### src/tcd_pkg.sv
// Shared constants and opcodes for the timer command decoder.
package tcd_pkg;

    // ------------------------------------------------------------------
    // Sizes
    // ------------------------------------------------------------------
    localparam int unsigned NCNT   = 5;
    localparam int unsigned ADDR_W = 4;
    localparam int unsigned DATA_W = 16;

    // ------------------------------------------------------------------
    // Register byte offsets
    // ------------------------------------------------------------------
    localparam logic [ADDR_W-1:0] OFS_DATA   = 4'h0;
    localparam logic [ADDR_W-1:0] OFS_CMD    = 4'h4;
    localparam logic [ADDR_W-1:0] OFS_STATUS = 4'h8;
    localparam logic [ADDR_W-1:0] OFS_PTR    = 4'hC;

    // ------------------------------------------------------------------
    // Command classes in bits 7:5 of the command byte
    // ------------------------------------------------------------------
    localparam logic [2:0] CC_PTR     = 3'h0;
    localparam logic [2:0] CC_ARM     = 3'h1;
    localparam logic [2:0] CC_LOAD    = 3'h2;
    localparam logic [2:0] CC_LDARM   = 3'h3;
    localparam logic [2:0] CC_DISSAVE = 3'h4;
    localparam logic [2:0] CC_SAVE    = 3'h5;
    localparam logic [2:0] CC_DISARM  = 3'h6;
    localparam logic [2:0] CC_MISC    = 3'h7;

    // Sub codes in bits 4:3 of a misc command.
    localparam logic [1:0] SC_CLR     = 2'h0;
    localparam logic [1:0] SC_SET     = 2'h1;
    localparam logic [1:0] SC_STEP    = 2'h2;

    // Counter number field values that select master-mode bits.
    localparam logic [2:0] N_SEQ      = 3'h0;
    localparam logic [2:0] N_WIDE     = 3'h7;

    // ------------------------------------------------------------------
    // Master-mode and counter-mode bit positions and toggle output mode code
    // ------------------------------------------------------------------
    localparam int unsigned MM_SEQ_DIS  = 14;
    localparam int unsigned MM_WIDE     = 13;
    localparam int unsigned CM_DIR      = 3;
    localparam int unsigned CM_ALT      = 4;
    localparam int unsigned CM_ONESHOT  = 5;
    localparam int unsigned CM_GATESEL  = 6;
    localparam logic [2:0]  OM_TOGGLE   = 3'h2;

    // ------------------------------------------------------------------
    // Data pointer codes
    // ------------------------------------------------------------------
    localparam logic [1:0] EL_MODE    = 2'h0;
    localparam logic [1:0] EL_LOAD    = 2'h1;
    localparam logic [1:0] EL_HOLD    = 2'h2;
    localparam logic [2:0] GR_FIRST   = 3'h1;
    localparam logic [2:0] GR_LAST    = 3'h5;
    localparam logic [2:0] GR_BAD0    = 3'h0;
    localparam logic [2:0] GR_BAD6    = 3'h6;
    localparam logic [2:0] GR_CTRL    = 3'h7;

    // ------------------------------------------------------------------
    // Reset values and count limits
    // ------------------------------------------------------------------
    localparam logic [15:0] RST_WORD  = 16'h0000;
    localparam logic [15:0] RST_CM    = 16'h0800;
    localparam logic [15:0] CNT_MAX   = 16'hFFFF;
    localparam logic [15:0] CNT_ONE   = 16'h0001;

endpackage

### src/tcd_if.sv
// Carrier between the decoder core, the data pointer and the byte lane unit.
`timescale 1ns/1ns
interface tcd_if;
    logic        ptr_ld;
    logic [1:0]  ptr_e;
    logic [2:0]  ptr_g;
    logic        acc;
    logic        seq_dis;
    logic        wide;
    logic [1:0]  elem;
    logic [2:0]  grp;
    logic        byte_ptr;
    logic        wr;
    logic [15:0] wdata;
    logic        word_wr;
    logic [15:0] word_data;
    logic [15:0] rd_word;
    logic [15:0] rd_bus;

    modport core_mp (output ptr_ld, ptr_e, ptr_g, acc, seq_dis, wide, wr, wdata, rd_word,
                     input  elem, grp, byte_ptr, word_wr, word_data, rd_bus);
    modport ptr_mp  (input  ptr_ld, ptr_e, ptr_g, acc, seq_dis, wide,
                     output elem, grp, byte_ptr);
    modport bus_mp  (input  wr, wdata, wide, byte_ptr, rd_word,
                     output word_wr, word_data, rd_bus);
endinterface

### src/tcd_ptr.sv
// Data pointer with element, group and byte pointer fields.
`timescale 1ns/1ns
module tcd_ptr (
    input  wire logic ref_clk_i,
    input  wire logic resetn_i,
    tcd_if.ptr_mp     pif
);
    import tcd_pkg::*;

    typedef struct packed {
        logic [1:0] elem;
        logic [2:0] grp;
        logic       bp;
    } tcd_ptr_s;

    tcd_ptr_s s_q;
    tcd_ptr_s s_d;

    always_comb begin
        s_d = s_q;
        // RULE15: pointer load.
        // RULE16: valid groups only.
        if (pif.ptr_ld && pif.ptr_g != GR_BAD0 && pif.ptr_g != GR_BAD6) begin
            s_d.elem = pif.ptr_e;
            s_d.grp  = pif.ptr_g;
            s_d.bp   = 1'b1;
        end else if (pif.acc) begin
            if (!pif.wide && s_q.bp) begin
                s_d.bp = 1'b0;
            end else begin
                s_d.bp = 1'b1;
                // RULE18: sequencing when enabled.
                if (!pif.seq_dis && s_q.grp != GR_CTRL) begin
                    if (s_q.elem >= EL_HOLD) begin
                        s_d.elem = EL_MODE;
                        s_d.grp  = (s_q.grp >= GR_LAST) ? GR_FIRST : s_q.grp + 3'h1;
                    end else begin
                        s_d.elem = s_q.elem + 2'h1;
                    end
                end
            end
        end
    end

    always_ff @(posedge ref_clk_i) begin
        if (!resetn_i) begin
            s_q <= '{elem: EL_MODE, grp: GR_FIRST, bp: 1'b1};
        end else begin
            s_q <= s_d;
        end
    end

    assign pif.elem     = s_q.elem;
    assign pif.grp      = s_q.grp;
    assign pif.byte_ptr = s_q.bp;
endmodule

### src/tcd_bus.sv
// Byte lane unit that joins or splits words for the eight-bit bus mode.
`timescale 1ns/1ns
module tcd_bus (
    input  wire logic ref_clk_i,
    input  wire logic resetn_i,
    tcd_if.bus_mp     bif
);
    import tcd_pkg::*;

    typedef struct packed {
        logic [7:0] lo;
    } tcd_bus_s;

    tcd_bus_s s_q;
    tcd_bus_s s_d;

    // RULE20: byte or word transfer.
    always_comb begin
        s_d           = s_q;
        bif.word_wr   = bif.wr && (bif.wide || !bif.byte_ptr);
        bif.word_data = bif.wide ? bif.wdata : {bif.wdata[7:0], s_q.lo};
        bif.rd_bus    = bif.wide ? bif.rd_word
                      : {8'h00, (bif.byte_ptr ? bif.rd_word[7:0] : bif.rd_word[15:8])};
        if (bif.wr && !bif.wide && bif.byte_ptr) begin
            s_d.lo = bif.wdata[7:0];
        end
    end

    always_ff @(posedge ref_clk_i) begin
        if (!resetn_i) begin
            s_q <= '{lo: 8'h00};
        end else begin
            s_q <= s_d;
        end
    end
endmodule

### src/tcd_top.sv
// Command decoder and counter control for a five-counter timing controller.
// Behaviour
// RULE1: Load copies Load or Hold register into selected counters; sources unchanged.
// RULE2: Load transfer happens regardless of counter configuration or arm state.
// RULE3: Load one count before terminal count enters terminal count, normal source.
// RULE4: Load during terminal count ends it without altering the pending source.
// RULE5: Armed use upcoming source, disarmed use Load, gate modes use gate.
// RULE6: Load-made terminal count flips alternating source; terminal-ending load does not.
// RULE7: Load-and-arm acts as load then arm, re-enabling one-shot counters.
// RULE8: Arming in alternating mode makes next terminal count reload from Hold.
// RULE9: Disarm stops counting; in terminal count waits one count; load-arm cancels.
// RULE10: Disarmed counters still load and save; counting resumes after arm.
// RULE11: Save copies counter value into Hold without disturbing counting.
// RULE12: Disarm-and-save equals disarm followed by save.
// RULE13: Set or clear toggle of counter one to five; shown in mode 010.
// RULE14: Step moves counter by one per direction bit, even when disarmed.
// RULE15: Pointer load copies element and group fields and sets byte pointer.
// RULE16: Pointer updates only for groups 001 to 101 and 111.
// RULE17: Sequencing commands set or clear master-mode bit 14 only.
// RULE18: Pointer stays put when sequencing disabled, advances when enabled.
// RULE19: Bus commands set or clear master-mode bit 13 only.
// RULE20: Wide mode uses sixteen lines; narrow mode passes bytes on low lines.
// RULE21: Full word write to master mode also sets these bits.
// RULE22: Host avoids load-and-arm with counters asynchronous to commands.
// RULE23: Host issues each command as one byte to the command register.
// RULE24: Each select bit addresses one counter; zero leaves it untouched.
// RULE25: Host never writes unused command codes.
// RULE26: Mask commands act on all selected counters in one cycle.
`timescale 1ns/1ns
module tcd_top (
    input  wire logic                          ref_clk_i,
    input  wire logic                          resetn_i,
    input  wire logic [tcd_pkg::ADDR_W-1:0]    reg_addr_i,
    input  wire logic [tcd_pkg::DATA_W-1:0]    reg_wdata_i,
    input  wire logic                          reg_wr_i,
    input  wire logic                          reg_rd_i,
    input  wire logic [tcd_pkg::NCNT-1:0]      src_edge_i,
    input  wire logic [tcd_pkg::NCNT-1:0]      gate_i,
    output logic      [tcd_pkg::DATA_W-1:0]    reg_rdata_o,
    output logic      [tcd_pkg::NCNT-1:0]      cnt_out_o,
    output logic      [tcd_pkg::NCNT-1:0]      tc_o,
    output logic                               wide_bus_o
);
    import tcd_pkg::*;

    // ------------------------------------------------------------------
    // State
    // ------------------------------------------------------------------
    typedef struct packed {
        logic [NCNT-1:0]              armed;
        logic [NCNT-1:0]              tc;
        logic [NCNT-1:0]              pend_dis;
        logic [NCNT-1:0]              use_hold;
        logic [NCNT-1:0]              tgl;
        logic [NCNT-1:0]              outp;
        logic [NCNT-1:0][DATA_W-1:0]  cnt;
        logic [NCNT-1:0][DATA_W-1:0]  ld;
        logic [NCNT-1:0][DATA_W-1:0]  hd;
        logic [NCNT-1:0][DATA_W-1:0]  cm;
        logic [DATA_W-1:0]            mm;
        logic [DATA_W-1:0]            rdata;
    } tcd_core_s;

    tcd_core_s s_q;
    tcd_core_s s_d;
    tcd_if     cif ();

    // ------------------------------------------------------------------
    // Command decode
    // ------------------------------------------------------------------
    logic              cmd_wr;
    logic              data_wr;
    logic              data_rd;
    logic [7:0]        cmd;
    logic [2:0]        cls;
    logic [1:0]        sub;
    logic [2:0]        num;
    logic [NCNT-1:0]   sel;
    logic              is_arm;
    logic              is_load;
    logic              is_ldarm;
    logic              is_dis;
    logic              is_save;
    logic              is_dissave;
    logic              is_misc;

    assign cmd_wr     = reg_wr_i && reg_addr_i == OFS_CMD;
    assign data_wr    = reg_wr_i && reg_addr_i == OFS_DATA;
    assign data_rd    = reg_rd_i && reg_addr_i == OFS_DATA;
    // RULE23: one command byte.
    assign cmd        = reg_wdata_i[7:0];
    assign cls        = cmd[7:5];
    assign sub        = cmd[4:3];
    assign num        = cmd[2:0];
    // RULE24: select mask decode.
    assign sel        = cmd[NCNT-1:0];
    assign is_arm     = cmd_wr && cls == CC_ARM;
    assign is_load    = cmd_wr && cls == CC_LOAD;
    assign is_ldarm   = cmd_wr && cls == CC_LDARM;
    assign is_dis     = cmd_wr && cls == CC_DISARM;
    assign is_save    = cmd_wr && cls == CC_SAVE;
    assign is_dissave = cmd_wr && cls == CC_DISSAVE;
    assign is_misc    = cmd_wr && cls == CC_MISC;

    // ------------------------------------------------------------------
    // Data pointer and byte lanes
    // ------------------------------------------------------------------
    assign cif.ptr_ld  = cmd_wr && cls == CC_PTR;
    assign cif.ptr_e   = cmd[4:3];
    assign cif.ptr_g   = cmd[2:0];
    assign cif.acc     = data_wr || data_rd;
    assign cif.seq_dis = s_q.mm[MM_SEQ_DIS];
    assign cif.wide    = s_q.mm[MM_WIDE];
    assign cif.wr      = data_wr;
    assign cif.wdata   = reg_wdata_i;

    tcd_ptr u_ptr (
        .ref_clk_i (ref_clk_i),
        .resetn_i  (resetn_i),
        .pif       (cif.ptr_mp)
    );

    tcd_bus u_bus (
        .ref_clk_i (ref_clk_i),
        .resetn_i  (resetn_i),
        .bif       (cif.bus_mp)
    );

    // Word at the current data pointer location.
    always_comb begin
        cif.rd_word = RST_WORD;
        if (cif.grp == GR_CTRL) begin
            if (cif.elem == EL_MODE) begin
                cif.rd_word = s_q.mm;
            end
        end else begin
            for (int i = 0; i < NCNT; i++) begin
                if (cif.grp == 3'(i + 1)) begin
                    if (cif.elem == EL_MODE) begin
                        cif.rd_word = s_q.cm[i];
                    end else if (cif.elem == EL_LOAD) begin
                        cif.rd_word = s_q.ld[i];
                    end else if (cif.elem == EL_HOLD) begin
                        cif.rd_word = s_q.hd[i];
                    end
                end
            end
        end
    end

    // ------------------------------------------------------------------
    // Next state
    // ------------------------------------------------------------------
    always_comb begin
        logic            do_load;
        logic            do_arm;
        logic            do_dis;
        logic            do_save;
        logic            do_step;
        logic            cnt_ev;
        logic            pre;
        logic            src_hold;
        logic            dir_up;
        logic [DATA_W-1:0] nxt;
        do_load  = 1'b0;
        do_arm   = 1'b0;
        do_dis   = 1'b0;
        do_save  = 1'b0;
        do_step  = 1'b0;
        cnt_ev   = 1'b0;
        pre      = 1'b0;
        src_hold = 1'b0;
        dir_up   = 1'b0;
        nxt      = RST_WORD;
        s_d      = s_q;

        // RULE26: all selected in one cycle.
        for (int i = 0; i < NCNT; i++) begin
            do_load  = (is_load || is_ldarm) && sel[i];
            do_arm   = (is_arm || is_ldarm) && sel[i];
            do_dis   = (is_dis || is_dissave) && sel[i];
            do_save  = (is_save || is_dissave) && sel[i];
            // RULE14: step by direction.
            do_step  = is_misc && sub == SC_STEP && num == 3'(i + 1);
            cnt_ev   = do_step || (s_q.armed[i] && src_edge_i[i]);
            dir_up   = s_q.cm[i][CM_DIR];
            pre      = dir_up ? (s_q.cnt[i] == CNT_MAX) : (s_q.cnt[i] == CNT_ONE);
            nxt      = dir_up ? s_q.cnt[i] + CNT_ONE : s_q.cnt[i] - CNT_ONE;
            // RULE5: reload source choice.
            if (s_q.cm[i][CM_GATESEL]) begin
                src_hold = gate_i[i];
            end else if (s_q.cm[i][CM_ALT]) begin
                src_hold = s_q.use_hold[i];
            end else begin
                src_hold = 1'b0;
            end

            // RULE1: load transfer.
            // RULE2: regardless of arm state.
            if (do_load) begin
                if (s_q.tc[i]) begin
                    // RULE4: load ends terminal count.
                    s_d.tc[i]  = 1'b0;
                    s_d.cnt[i] = ((s_q.armed[i] || s_q.cm[i][CM_GATESEL]) && src_hold)
                               ? s_q.hd[i] : s_q.ld[i];
                    // RULE9: pending disarm on exit.
                    if (s_q.pend_dis[i]) begin
                        s_d.armed[i]    = 1'b0;
                        s_d.pend_dis[i] = 1'b0;
                    end
                end else if (pre) begin
                    // RULE3: load enters terminal count.
                    s_d.tc[i]  = 1'b1;
                    s_d.tgl[i] = ~s_q.tgl[i];
                    s_d.cnt[i] = src_hold ? s_q.hd[i] : s_q.ld[i];
                    // RULE6: load made terminal flips.
                    if (s_q.cm[i][CM_ALT]) begin
                        s_d.use_hold[i] = ~s_q.use_hold[i];
                    end
                    if (s_q.cm[i][CM_ONESHOT]) begin
                        s_d.armed[i] = 1'b0;
                    end
                end else begin
                    s_d.cnt[i] = ((s_q.armed[i] || s_q.cm[i][CM_GATESEL]) && src_hold)
                               ? s_q.hd[i] : s_q.ld[i];
                end
            end else if (cnt_ev) begin
                // RULE10: disarmed counters hold.
                if (s_q.tc[i]) begin
                    s_d.tc[i]  = 1'b0;
                    s_d.cnt[i] = nxt;
                    if (s_q.pend_dis[i]) begin
                        s_d.armed[i]    = 1'b0;
                        s_d.pend_dis[i] = 1'b0;
                    end
                end else if (pre) begin
                    s_d.tc[i]  = 1'b1;
                    s_d.tgl[i] = ~s_q.tgl[i];
                    s_d.cnt[i] = src_hold ? s_q.hd[i] : s_q.ld[i];
                    if (s_q.cm[i][CM_ALT]) begin
                        s_d.use_hold[i] = ~s_q.use_hold[i];
                    end
                    if (s_q.cm[i][CM_ONESHOT]) begin
                        s_d.armed[i] = 1'b0;
                    end
                end else begin
                    s_d.cnt[i] = nxt;
                end
            end

            // RULE7: arm after load.
            // RULE8: next reload from Hold.
            if (do_arm) begin
                s_d.armed[i]    = 1'b1;
                s_d.pend_dis[i] = 1'b0;
                s_d.use_hold[i] = 1'b1;
            end

            // RULE9: disarm or defer.
            // RULE12: disarm then save.
            if (do_dis) begin
                if (s_q.tc[i]) begin
                    s_d.pend_dis[i] = 1'b1;
                end else begin
                    s_d.armed[i] = 1'b0;
                end
            end

            // RULE11: save into Hold.
            if (do_save) begin
                s_d.hd[i] = s_q.cnt[i];
            end

            // RULE13: toggle preset.
            if (is_misc && num == 3'(i + 1)) begin
                if (sub == SC_SET) begin
                    s_d.tgl[i] = 1'b1;
                end else if (sub == SC_CLR) begin
                    s_d.tgl[i] = 1'b0;
                end
            end

            // Word writes through the data port.
            if (cif.word_wr && cif.grp == 3'(i + 1)) begin
                if (cif.elem == EL_MODE) begin
                    s_d.cm[i] = cif.word_data;
                end else if (cif.elem == EL_LOAD) begin
                    s_d.ld[i] = cif.word_data;
                end else if (cif.elem == EL_HOLD) begin
                    s_d.hd[i] = cif.word_data;
                end
            end

            s_d.outp[i] = (s_d.cm[i][2:0] == OM_TOGGLE) ? s_d.tgl[i] : s_d.tc[i];
        end

        // RULE17: sequencing bit commands.
        // RULE19: bus width bit commands.
        if (is_misc && num == N_SEQ && sub == SC_SET) begin
            s_d.mm[MM_SEQ_DIS] = 1'b1;
        end else if (is_misc && num == N_SEQ && sub == SC_CLR) begin
            s_d.mm[MM_SEQ_DIS] = 1'b0;
        end else if (is_misc && num == N_WIDE && sub == SC_SET) begin
            s_d.mm[MM_WIDE] = 1'b1;
        end else if (is_misc && num == N_WIDE && sub == SC_CLR) begin
            s_d.mm[MM_WIDE] = 1'b0;
        end

        // RULE21: full master mode write.
        if (cif.word_wr && cif.grp == GR_CTRL && cif.elem == EL_MODE) begin
            s_d.mm = cif.word_data;
        end

        // Read data for the cycle after the strobe.
        s_d.rdata = RST_WORD;
        if (reg_rd_i) begin
            if (reg_addr_i == OFS_DATA) begin
                s_d.rdata = cif.rd_bus;
            end else if (reg_addr_i == OFS_STATUS) begin
                s_d.rdata = {1'b0, s_q.pend_dis, s_q.tc, s_q.armed};
            end else if (reg_addr_i == OFS_PTR) begin
                s_d.rdata = {10'h000, cif.byte_ptr, cif.grp, cif.elem};
            end
        end
    end

    // ------------------------------------------------------------------
    // Registers
    // ------------------------------------------------------------------
    always_ff @(posedge ref_clk_i) begin
        if (!resetn_i) begin
            s_q.armed    <= '0;
            s_q.tc       <= '0;
            s_q.pend_dis <= '0;
            s_q.use_hold <= '1;
            s_q.tgl      <= '0;
            s_q.outp     <= '0;
            s_q.cnt      <= '0;
            s_q.ld       <= '0;
            s_q.hd       <= '0;
            s_q.cm       <= {NCNT{RST_CM}};
            s_q.mm       <= RST_WORD;
            s_q.rdata    <= RST_WORD;
        end else begin
            s_q <= s_d;
        end
    end

    assign reg_rdata_o = s_q.rdata;
    assign cnt_out_o   = s_q.outp;
    assign tc_o        = s_q.tc;
    assign wide_bus_o  = s_q.mm[MM_WIDE];
endmodule

### config.mk
export PLATFORM = sky130hd
export DESIGN_NAME = tcd_top
export DESIGN_NICKNAME = d
export VERILOG_FILES = /design/src/tcd_pkg.sv /design/src/tcd_if.sv /design/src/tcd_ptr.sv /design/src/tcd_bus.sv /design/src/tcd_top.sv
export SDC_FILE = /design/constraint.sdc
export NUM_CORES = 1
export LEC_CHECK = 0
export BUFFER_PORTS_ARGS = -buffer_cell sky130_fd_sc_hd__buf_2
export CORE_ASPECT_RATIO = 0.8
export CORE_MARGIN = 2
export CORE_UTILIZATION = 55
export CTS_CLUSTER_DIAMETER = 100
export DETAILED_ROUTE_END_ITERATION = 10
export PLACE_DENSITY = 0.81
export SLEW_MARGIN = 20
export SYNTH_ARGS = -nofsm -noshare
export SYNTH_HDL_FRONTEND = slang
export SYNTH_SLANG_ARGS = --single-unit
export TNS_END_PERCENT = 10
### constraint.sdc
create_clock -name ref_clk_i -period 2.8 [get_ports ref_clk_i]
set_input_delay 0.14 -clock ref_clk_i [delete_from_list [all_inputs] [get_ports ref_clk_i]]
set_output_delay 0.14 -clock ref_clk_i [all_outputs]
set_load 0.05 [all_outputs]
== After elaboration in Yosys (flattened, before gate mapping) ==
Index checks and enable logic that the tools add are counted.

* Add/subtract/negate cells: 12
* $lt $le $gt $ge: 2
* Equal/unequal tests: 46
* Multiplexer cells: 299
* Bitwise logic cells: 12
* Reductions and logical operators: 127

{| class="wikitable"
|+ Operators with widths
! cell !! number
|-
| $mux 16 || 96
|-
| $mux 1 || 182
|-
| $add 16x1->16 const B || 5
|-
| $eq 16x1->1 const B || 5
|-
| $eq 16x16->1 const B || 5
|-
| $sub 16x1->16 const B || 5
|-
| $logic_and 1x1->1 || 72
|-
| $mux 3 || 12
|-
| $eq 3x2->1 const B || 11
|-
| $eq 3x3->1 const B || 10
|-
| $mux 15 || 2
|-
| $reduce_and 3->1 || 7
|-
| $mux 6 || 3
|-
| $logic_or 1x1->1 || 16
|-
| $reduce_bool 2->1 || 8
|-
| $not 1->1 || 12
|-
| $reduce_and 2->1 || 6
|-
| $reduce_or 2->1 || 6
|-
| $mux 5 || 2
|-
| $eq 3x1->1 const B || 3
|-
| $reduce_bool 3->1 || 3
|-
| $eq 4x4->1 const B || 2
|-
| $mux 8 || 1
|-
| $logic_not 3->1 || 2
|-
| other kinds (14) || 22
|}

* Flip-flop bits (word level): 396
* Input port bits: 34
* Output and inout bits: 27
* Logic and storage cells: 541

== Depth between registers and ports, before layout ==
* Word-level depth: 26
* Depth in mapped cells: 12
* Mapped depth without buffers: 9

== By module ==
A second synthesis with hierarchy kept.

* Cell total of the unflattened synthesis: 3,090
* Area total of the unflattened synthesis: 23,306.1 um^2

{| class="wikitable"
|+ By module, submodules not included
! module !! instances !! cells each !! area an instance (um^2)
|-
| tcd_top || 1 || 2,969 || 22,191.3
|-
| tcd_bus || 1 || 74 || 691.9
|-
| tcd_ptr || 1 || 47 || 422.9
|}

== Worst setup path after synthesis ==
OpenSTA, ideal clock, no wires.

* Path type: reg-to-reg
* Start: register s_q[339] (netlist bit)
* End: register s_q[349] (netlist bit)
* Arrival time: 2,502 ps
* Path slack: 183 ps
* Stages on the path, launching flop included: 9
* Period minus slack after synthesis: 2,617 ps
* Cell sequence: dfxtp_1 clkbuf_1 and4_1 nand4_1 a221oi_4 mux2_2 a222oi_1 o22ai_1 and2_1

* Longest elaborated chain between the ends: 6
* Elaborated cells on any way between the ends: 12
* Those cells by class: 2 x add/sub; 2 x eq/ne; 8 x mux

{| class="wikitable"
|+ RTL lines
! item !! RTL line !! RTL
|-
| start: declaration || tcd_top.sv:64 || <nowiki>tcd_core_s s_q;</nowiki>
|-
| $sub 16x1->16 (tied with other cells) || tcd_top.sv:188 || <nowiki>nxt = dir_up ? s_q.cnt[i] + CNT_ONE : s_q.cnt[i] - CNT_ONE;</nowiki>
|-
| $mux 16 or $mux 1 (tied branches) || tcd_top.sv:188, tcd_top.sv:187 ||
|-
| $mux 16 || tcd_top.sv:236 || <nowiki>end else if (pre) begin</nowiki>
|-
| $mux 16 || tcd_top.sv:229 || <nowiki>if (s_q.tc[i]) begin</nowiki>
|-
| $mux 16 || tcd_top.sv:227 || <nowiki>end else if (cnt_ev) begin</nowiki>
|-
| $mux 16 * || tcd_top.sv:200 || <nowiki>if (do_load) begin</nowiki>
|}

Every way passes the cells marked *; elsewhere a longest branch is shown, timed or not. The select of a mux whose other input is x is not followed.
A chain may end at the register's enable or synchronous reset.

== Worst setup path after layout ==
* Start: register u_ptr.s_q (netlist bit u_ptr.pif.elem[1])
* End: register s_q (netlist bit reg_rdata_o[1])

* Longest elaborated chain between the ends: 26
* Elaborated cells on any way between the ends: 31
* Those cells by class: 2 x eq/ne; 28 x mux; 1 x reduce/logical

{| class="wikitable"
|+ RTL lines
! item !! RTL line !! RTL
|-
| start: declaration || tcd_ptr.sv:16 || <nowiki>tcd_ptr_s s_q;</nowiki>
|-
| start signal: assignment || tcd_ptr.sv:47 || <nowiki>s_q <= '{elem: EL_MODE, grp: GR_FIRST, bp: 1'b1};</nowiki>
|-
| $eq 2x2->1 || tcd_top.sv:143 || <nowiki>end else if (cif.elem == EL_HOLD) begin</nowiki>
|-
| $mux 16 || tcd_top.sv:143 ||
|-
| $mux 16 || tcd_top.sv:141 || <nowiki>end else if (cif.elem == EL_LOAD) begin</nowiki>
|-
| $mux 16 || tcd_top.sv:139 || <nowiki>if (cif.elem == EL_MODE) begin</nowiki>
|-
| $mux 16 || tcd_top.sv:138 || <nowiki>if (cif.grp == 3'(i + 1)) begin</nowiki>
|-
| $mux 16 || tcd_top.sv:143 ||
|-
| $mux 16 || tcd_top.sv:141 ||
|-
| $mux 16 || tcd_top.sv:139 ||
|-
| [10 not listed] || -- ||
|-
| $mux 16 || tcd_top.sv:143 ||
|-
| $mux 16 || tcd_top.sv:141 ||
|-
| $mux 16 || tcd_top.sv:139 ||
|-
| $mux 16 || tcd_top.sv:138 ||
|-
| $mux 16 || tcd_top.sv:132 || <nowiki>if (cif.grp == GR_CTRL) begin</nowiki>
|-
| $mux 8 || tcd_bus.sv:23 || <nowiki>: {8'h00, (bif.byte_ptr ? bif.rd_word[7:0] : bif.rd_word[15:8])};</nowiki>
|-
| $mux 16 || tcd_bus.sv:22 || <nowiki>bif.rd_bus = bif.wide ? bif.rd_word</nowiki>
|-
| $mux 16 * || tcd_top.sv:317 || <nowiki>if (reg_addr_i == OFS_DATA) begin</nowiki>
|}

Marks and branches as above.

==> impl_metrics.csv <==
group,metric,value,unit
power_and_ir_drop,vdd.ir_drop.worst,0.4454,mV
clock_tree,clock-root-buffer,"sky130_fd_sc_hd__clkbuf_16",
logic_synthesis,largest_area_contributor_in_the_netlist,"sky130_fd_sc_hd__dfxtp_1",
logic_synthesis,syn-num-nets,3128,
logic_synthesis,synth_area_per_cell,7.741,um2
worst_setup_path,worst-endpoint-required,3.28,ns
die,initial_core_util,55.47,%
die,floorplan.io_pins,61,
timing,setup_viol_count_final,0,
die,core_area,42880,um2
timing,final_critical_path_setup_slack,0.05355,ns
logic_synthesis,synth_top_cells_by_count,"396 x sky130_fd_sc_hd__dfxtp_1, 334 x sky130_fd_sc_hd__nor2_1, 323 x sky130_fd_sc_hd__nand2_1",
global_routing,global_route.overflow_total,0,
placement,buffer_ports.inserted,60,
logic_synthesis,synth.yosys.seq_area_share,33.33,%
logic_synthesis,synth_edf_count,0,
placement,placement.cell_area,25520,um2
worst_setup_path,crit_slowest_cell,"sky130_fd_sc_hd__dfxtp_4",
logic_synthesis,async_reset_ff_share,0,%
logic_synthesis,ys_ff_latch,396,
worst_setup_path,timing.critical_path.fanout_max,19,
logic_synthesis,synth_top_flop_cell,"sky130_fd_sc_hd__dfxtp_1",
placement,preCtsSetupSlack,-0.05051,ns
logic_synthesis,synth_largest_type_area_fraction,33.33,%
logic_synthesis,yosys_warnings,0,
clock_tree,cts-buffers-inserted,42,
detailed_routing,drt_first_iter_violations,4004,
power_and_ir_drop,p_per_area,458.6,nW/um2
placement,globalplace.congestion,1.060,
worst_setup_path,crit_type,"flip-flop to flip-flop",
timing,timing.slew.headroom,42.30,%
logic_synthesis,synthTopCellsByArea,"sky130_fd_sc_hd__dfxtp_1 33%, sky130_fd_sc_hd__a211oi_1 9.0%, sky130_fd_sc_hd__mux2i_1 6.1%",
final_layout,fin_nets,3144,
worst_setup_path,cpMostUsedCell,"sky130_fd_sc_hd__buf_4",
outcome,outcome,"complete, no violations",
hold_path,hold_path.class,"input port to flip-flop",
die,num_rows,68,
die,width_of_the_die,236.5,um
clock_tree,cts_tree,"yes",
detailed_routing,drtPass1Iterations,8,
flow_run,drv.max_cap_violation_count,0,
timing,fin_worst_skew,0.01962,ns
worst_setup_path,critPathCaptureType,"flip-flop",
detailed_routing,final_antenna_net_count,0,
timing,worst-slew-pin-transition,0.8565,ns
global_routing,grt_first_pass_wirelength,146300,um
global_routing,grt_util_all_layers,42.46,%
timing,hold_violations,0,
worst_setup_path,cp_cell_sequence,"buf_4 > buf_4 > mux2i_1 > o2bb2ai_1 > a22oi_1 > o21ai_0 > nor2_1 > a21oi_1 > a21o_1",
worst_setup_path,crit_path_start_kind,"flip-flop",
power_and_ir_drop,leakage_power_summed_over_all_cells,0.009161,uW
detailed_routing,vias_per_cell,6.973,
final_layout,layout-drive-gt1-share,15.57,%
clock_tree,clock_tree.buffer_depth,3,
clock_tree,clkSinkCount,396,
clock_tree,register_clock_pin_slew_on_the_reported_worst_setup_and_hold_paths,0.06,ns
global_routing,antenna_found_initial,2,
die,die_y,190.0,um
logic_synthesis,post_syn_instances,3073,
timing,post_route_fraction_of_the_period_consumed_by_the_critical_path,98.09,%
worst_setup_path,critPathTopFamily,"compound AO/OA/AOI/OAI gates",
die,design.die.area,44940,um2
clock_tree,clock_insertion_delay_worst_skew,0.59,ns
final_layout,area_growth,13.82,%
timing,fmax,0.3641,GHz
detailed_routing,route.vias.total,25676,
detailed_routing,finalWirelength,98040,um
worst_setup_path,cp_slowest_stage_delay,0.54,ns
worst_setup_path,cp_data_arrival_time,3.22,ns
global_routing,first_global_vias,23345,
clock_tree,cts_max_level,2,
placement,place.detailed.hpwl,70890,um
timing,rsz0062_at_grt,"no",
worst_setup_path,critical_path_buf_inv_count,2,
global_routing,maximum_number_of_pins_on_one_net_before_global_route_repair,79,
timing,final-max-slew-violation-count,0,
logic_synthesis,synth_most_common_cell,"sky130_fd_sc_hd__dfxtp_1",
logic_synthesis,syn_area,23790,um2
detailed_routing,drc,0,
timing,period_needed,2.746,ns
detailed_routing,wl_per_cell,26.63,um
logic_synthesis,synth_cell_type_count,93,
final_layout,post-route-cell-area,27070,um2
[timing repair]
item                       in CTS  in global routing
setup endpoints to repair       6                 24
setup buffers                   0                  0
resized for setup               2                 10
hold buffers                    4                  0
pin swaps                       0                  1
hold endpoints to repair        5                  0
[layout make-up]
class	count	area (um2)
Sequential cell	396	7941
Tap cell	560	700.7
Inverter	50	195.2
Clock buffer	60	1230
Timing Repair Buffer	295	2275
Fill cell	3754	15810
Multi-Input combinational cell	2304	14490
Clock inverter	16	244.0
Antenna cell	1	2.502
[final timing paths]
kind,depth (start not counted),to,startpoint,slack [ns]
worst max-delay path,9,reg_rdata_o[1],u_ptr.pif.elem[1],0.05
worst min-delay path,3,reg_rdata_o[15],reg_rd_i,0.05
worst max register to register,9,reg_rdata_o[1],u_ptr.pif.elem[1],0.05
worst min register to register,2,u_bus.s_q[6],u_bus.s_q[6],0.47
[layer usage]
layer | track usage, % | vias up | wire (um)
li1 | - | 11395 | -
met1 | 59.80 | 12236 | 40970
met2 | 61.86 | 1776 | 40570
met3 | 11.59 | 267 | 12890
met4 | 15.68 | 2 | 3594
met5 | 0 | - | 11
[flip-flops by register name, indices dropped and copies added, names as in the netlist]
register / flops
cif.seq_dis: 1
cnt_out_o: 5
reg_rdata_o: 16
s_q: 354
tc_o: 5
u_bus.s_q: 8
u_ptr.pif.byte_ptr: 1
u_ptr.pif.elem: 2
u_ptr.pif.grp: 3
wide_bus_o: 1
[power breakdown]
| group | switching [uW] | internal [uW] | total (uW) |
|---|---|---|---|
| clock | 2490 | 3610 | 6100 |
| sequential | 16.9 | 5640 | 5660 |
| combinational | 462 | 195 | 657 |
| total | 2960 | 9450 | 12400 |
[worst register-to-register path, stage by stage, from the launching register on]
cell	delay, ns
sky130_fd_sc_hd__dfxtp_4	0.54
sky130_fd_sc_hd__buf_4	0.36
sky130_fd_sc_hd__buf_4	0.30
sky130_fd_sc_hd__mux2i_1	0.22
sky130_fd_sc_hd__o2bb2ai_1	0.13
sky130_fd_sc_hd__a22oi_1	0.26
sky130_fd_sc_hd__o21ai_0	0.13
sky130_fd_sc_hd__nor2_1	0.36
sky130_fd_sc_hd__a21oi_1	0.15
sky130_fd_sc_hd__a21o_1	0.20
[cell usage in the layout (no fill, tap or decap), drive strengths merged, types with 12 or more instances in the layout]
master / count
mux2: 38
nand2b: 15
inv: 49
mux2i: 145
nand3: 136
and2: 15
o22ai: 66
a22o: 15
a21o: 26
or3: 32
or4: 15
and3: 63
nand2: 323
nor3: 48
clkbuf: 60
o2bb2ai: 12
nand4: 27
ha: 21
a221oi: 42
xor2: 20
dfxtp: 396
a21oi: 141
o21ai: 165
o211ai: 18
a31oi: 23
nor2b: 14
nor4: 32
or2: 13
nor2: 335
buf: 291
xnor2: 22
a211oi: 284
a22oi: 37
[logic make-up after synthesis]
group                    after synthesis  synth area share, %
AO/OA/AOI/OAI                        948                27.60
XOR/XNOR                              42                1.546
multiplexers                         183                7.916
buffers and inverters                373                6.485
flip-flops                           396                33.33
AND/OR/NAND/NOR                     1110                22.02
adder cells (fa/ha/maj)               21                1.105
[stage by stage]
stage	setup TNS [ns]	hold WS (ns)	power (uW)	utilization [%]	cells
floorplan	0	0.2805	6138	-	3073
global placement	0	0.4507	6396	59.52	3601
detailed placement	-0.1253	0.4584	6402	59.52	3601
CTS	0	0.006139	12400	63.07	3681
global route	0	0.05982	12670	63.13	3681
finish	0	0.04559	12420	63.14	3682
(Power assumes the default switching activity.)
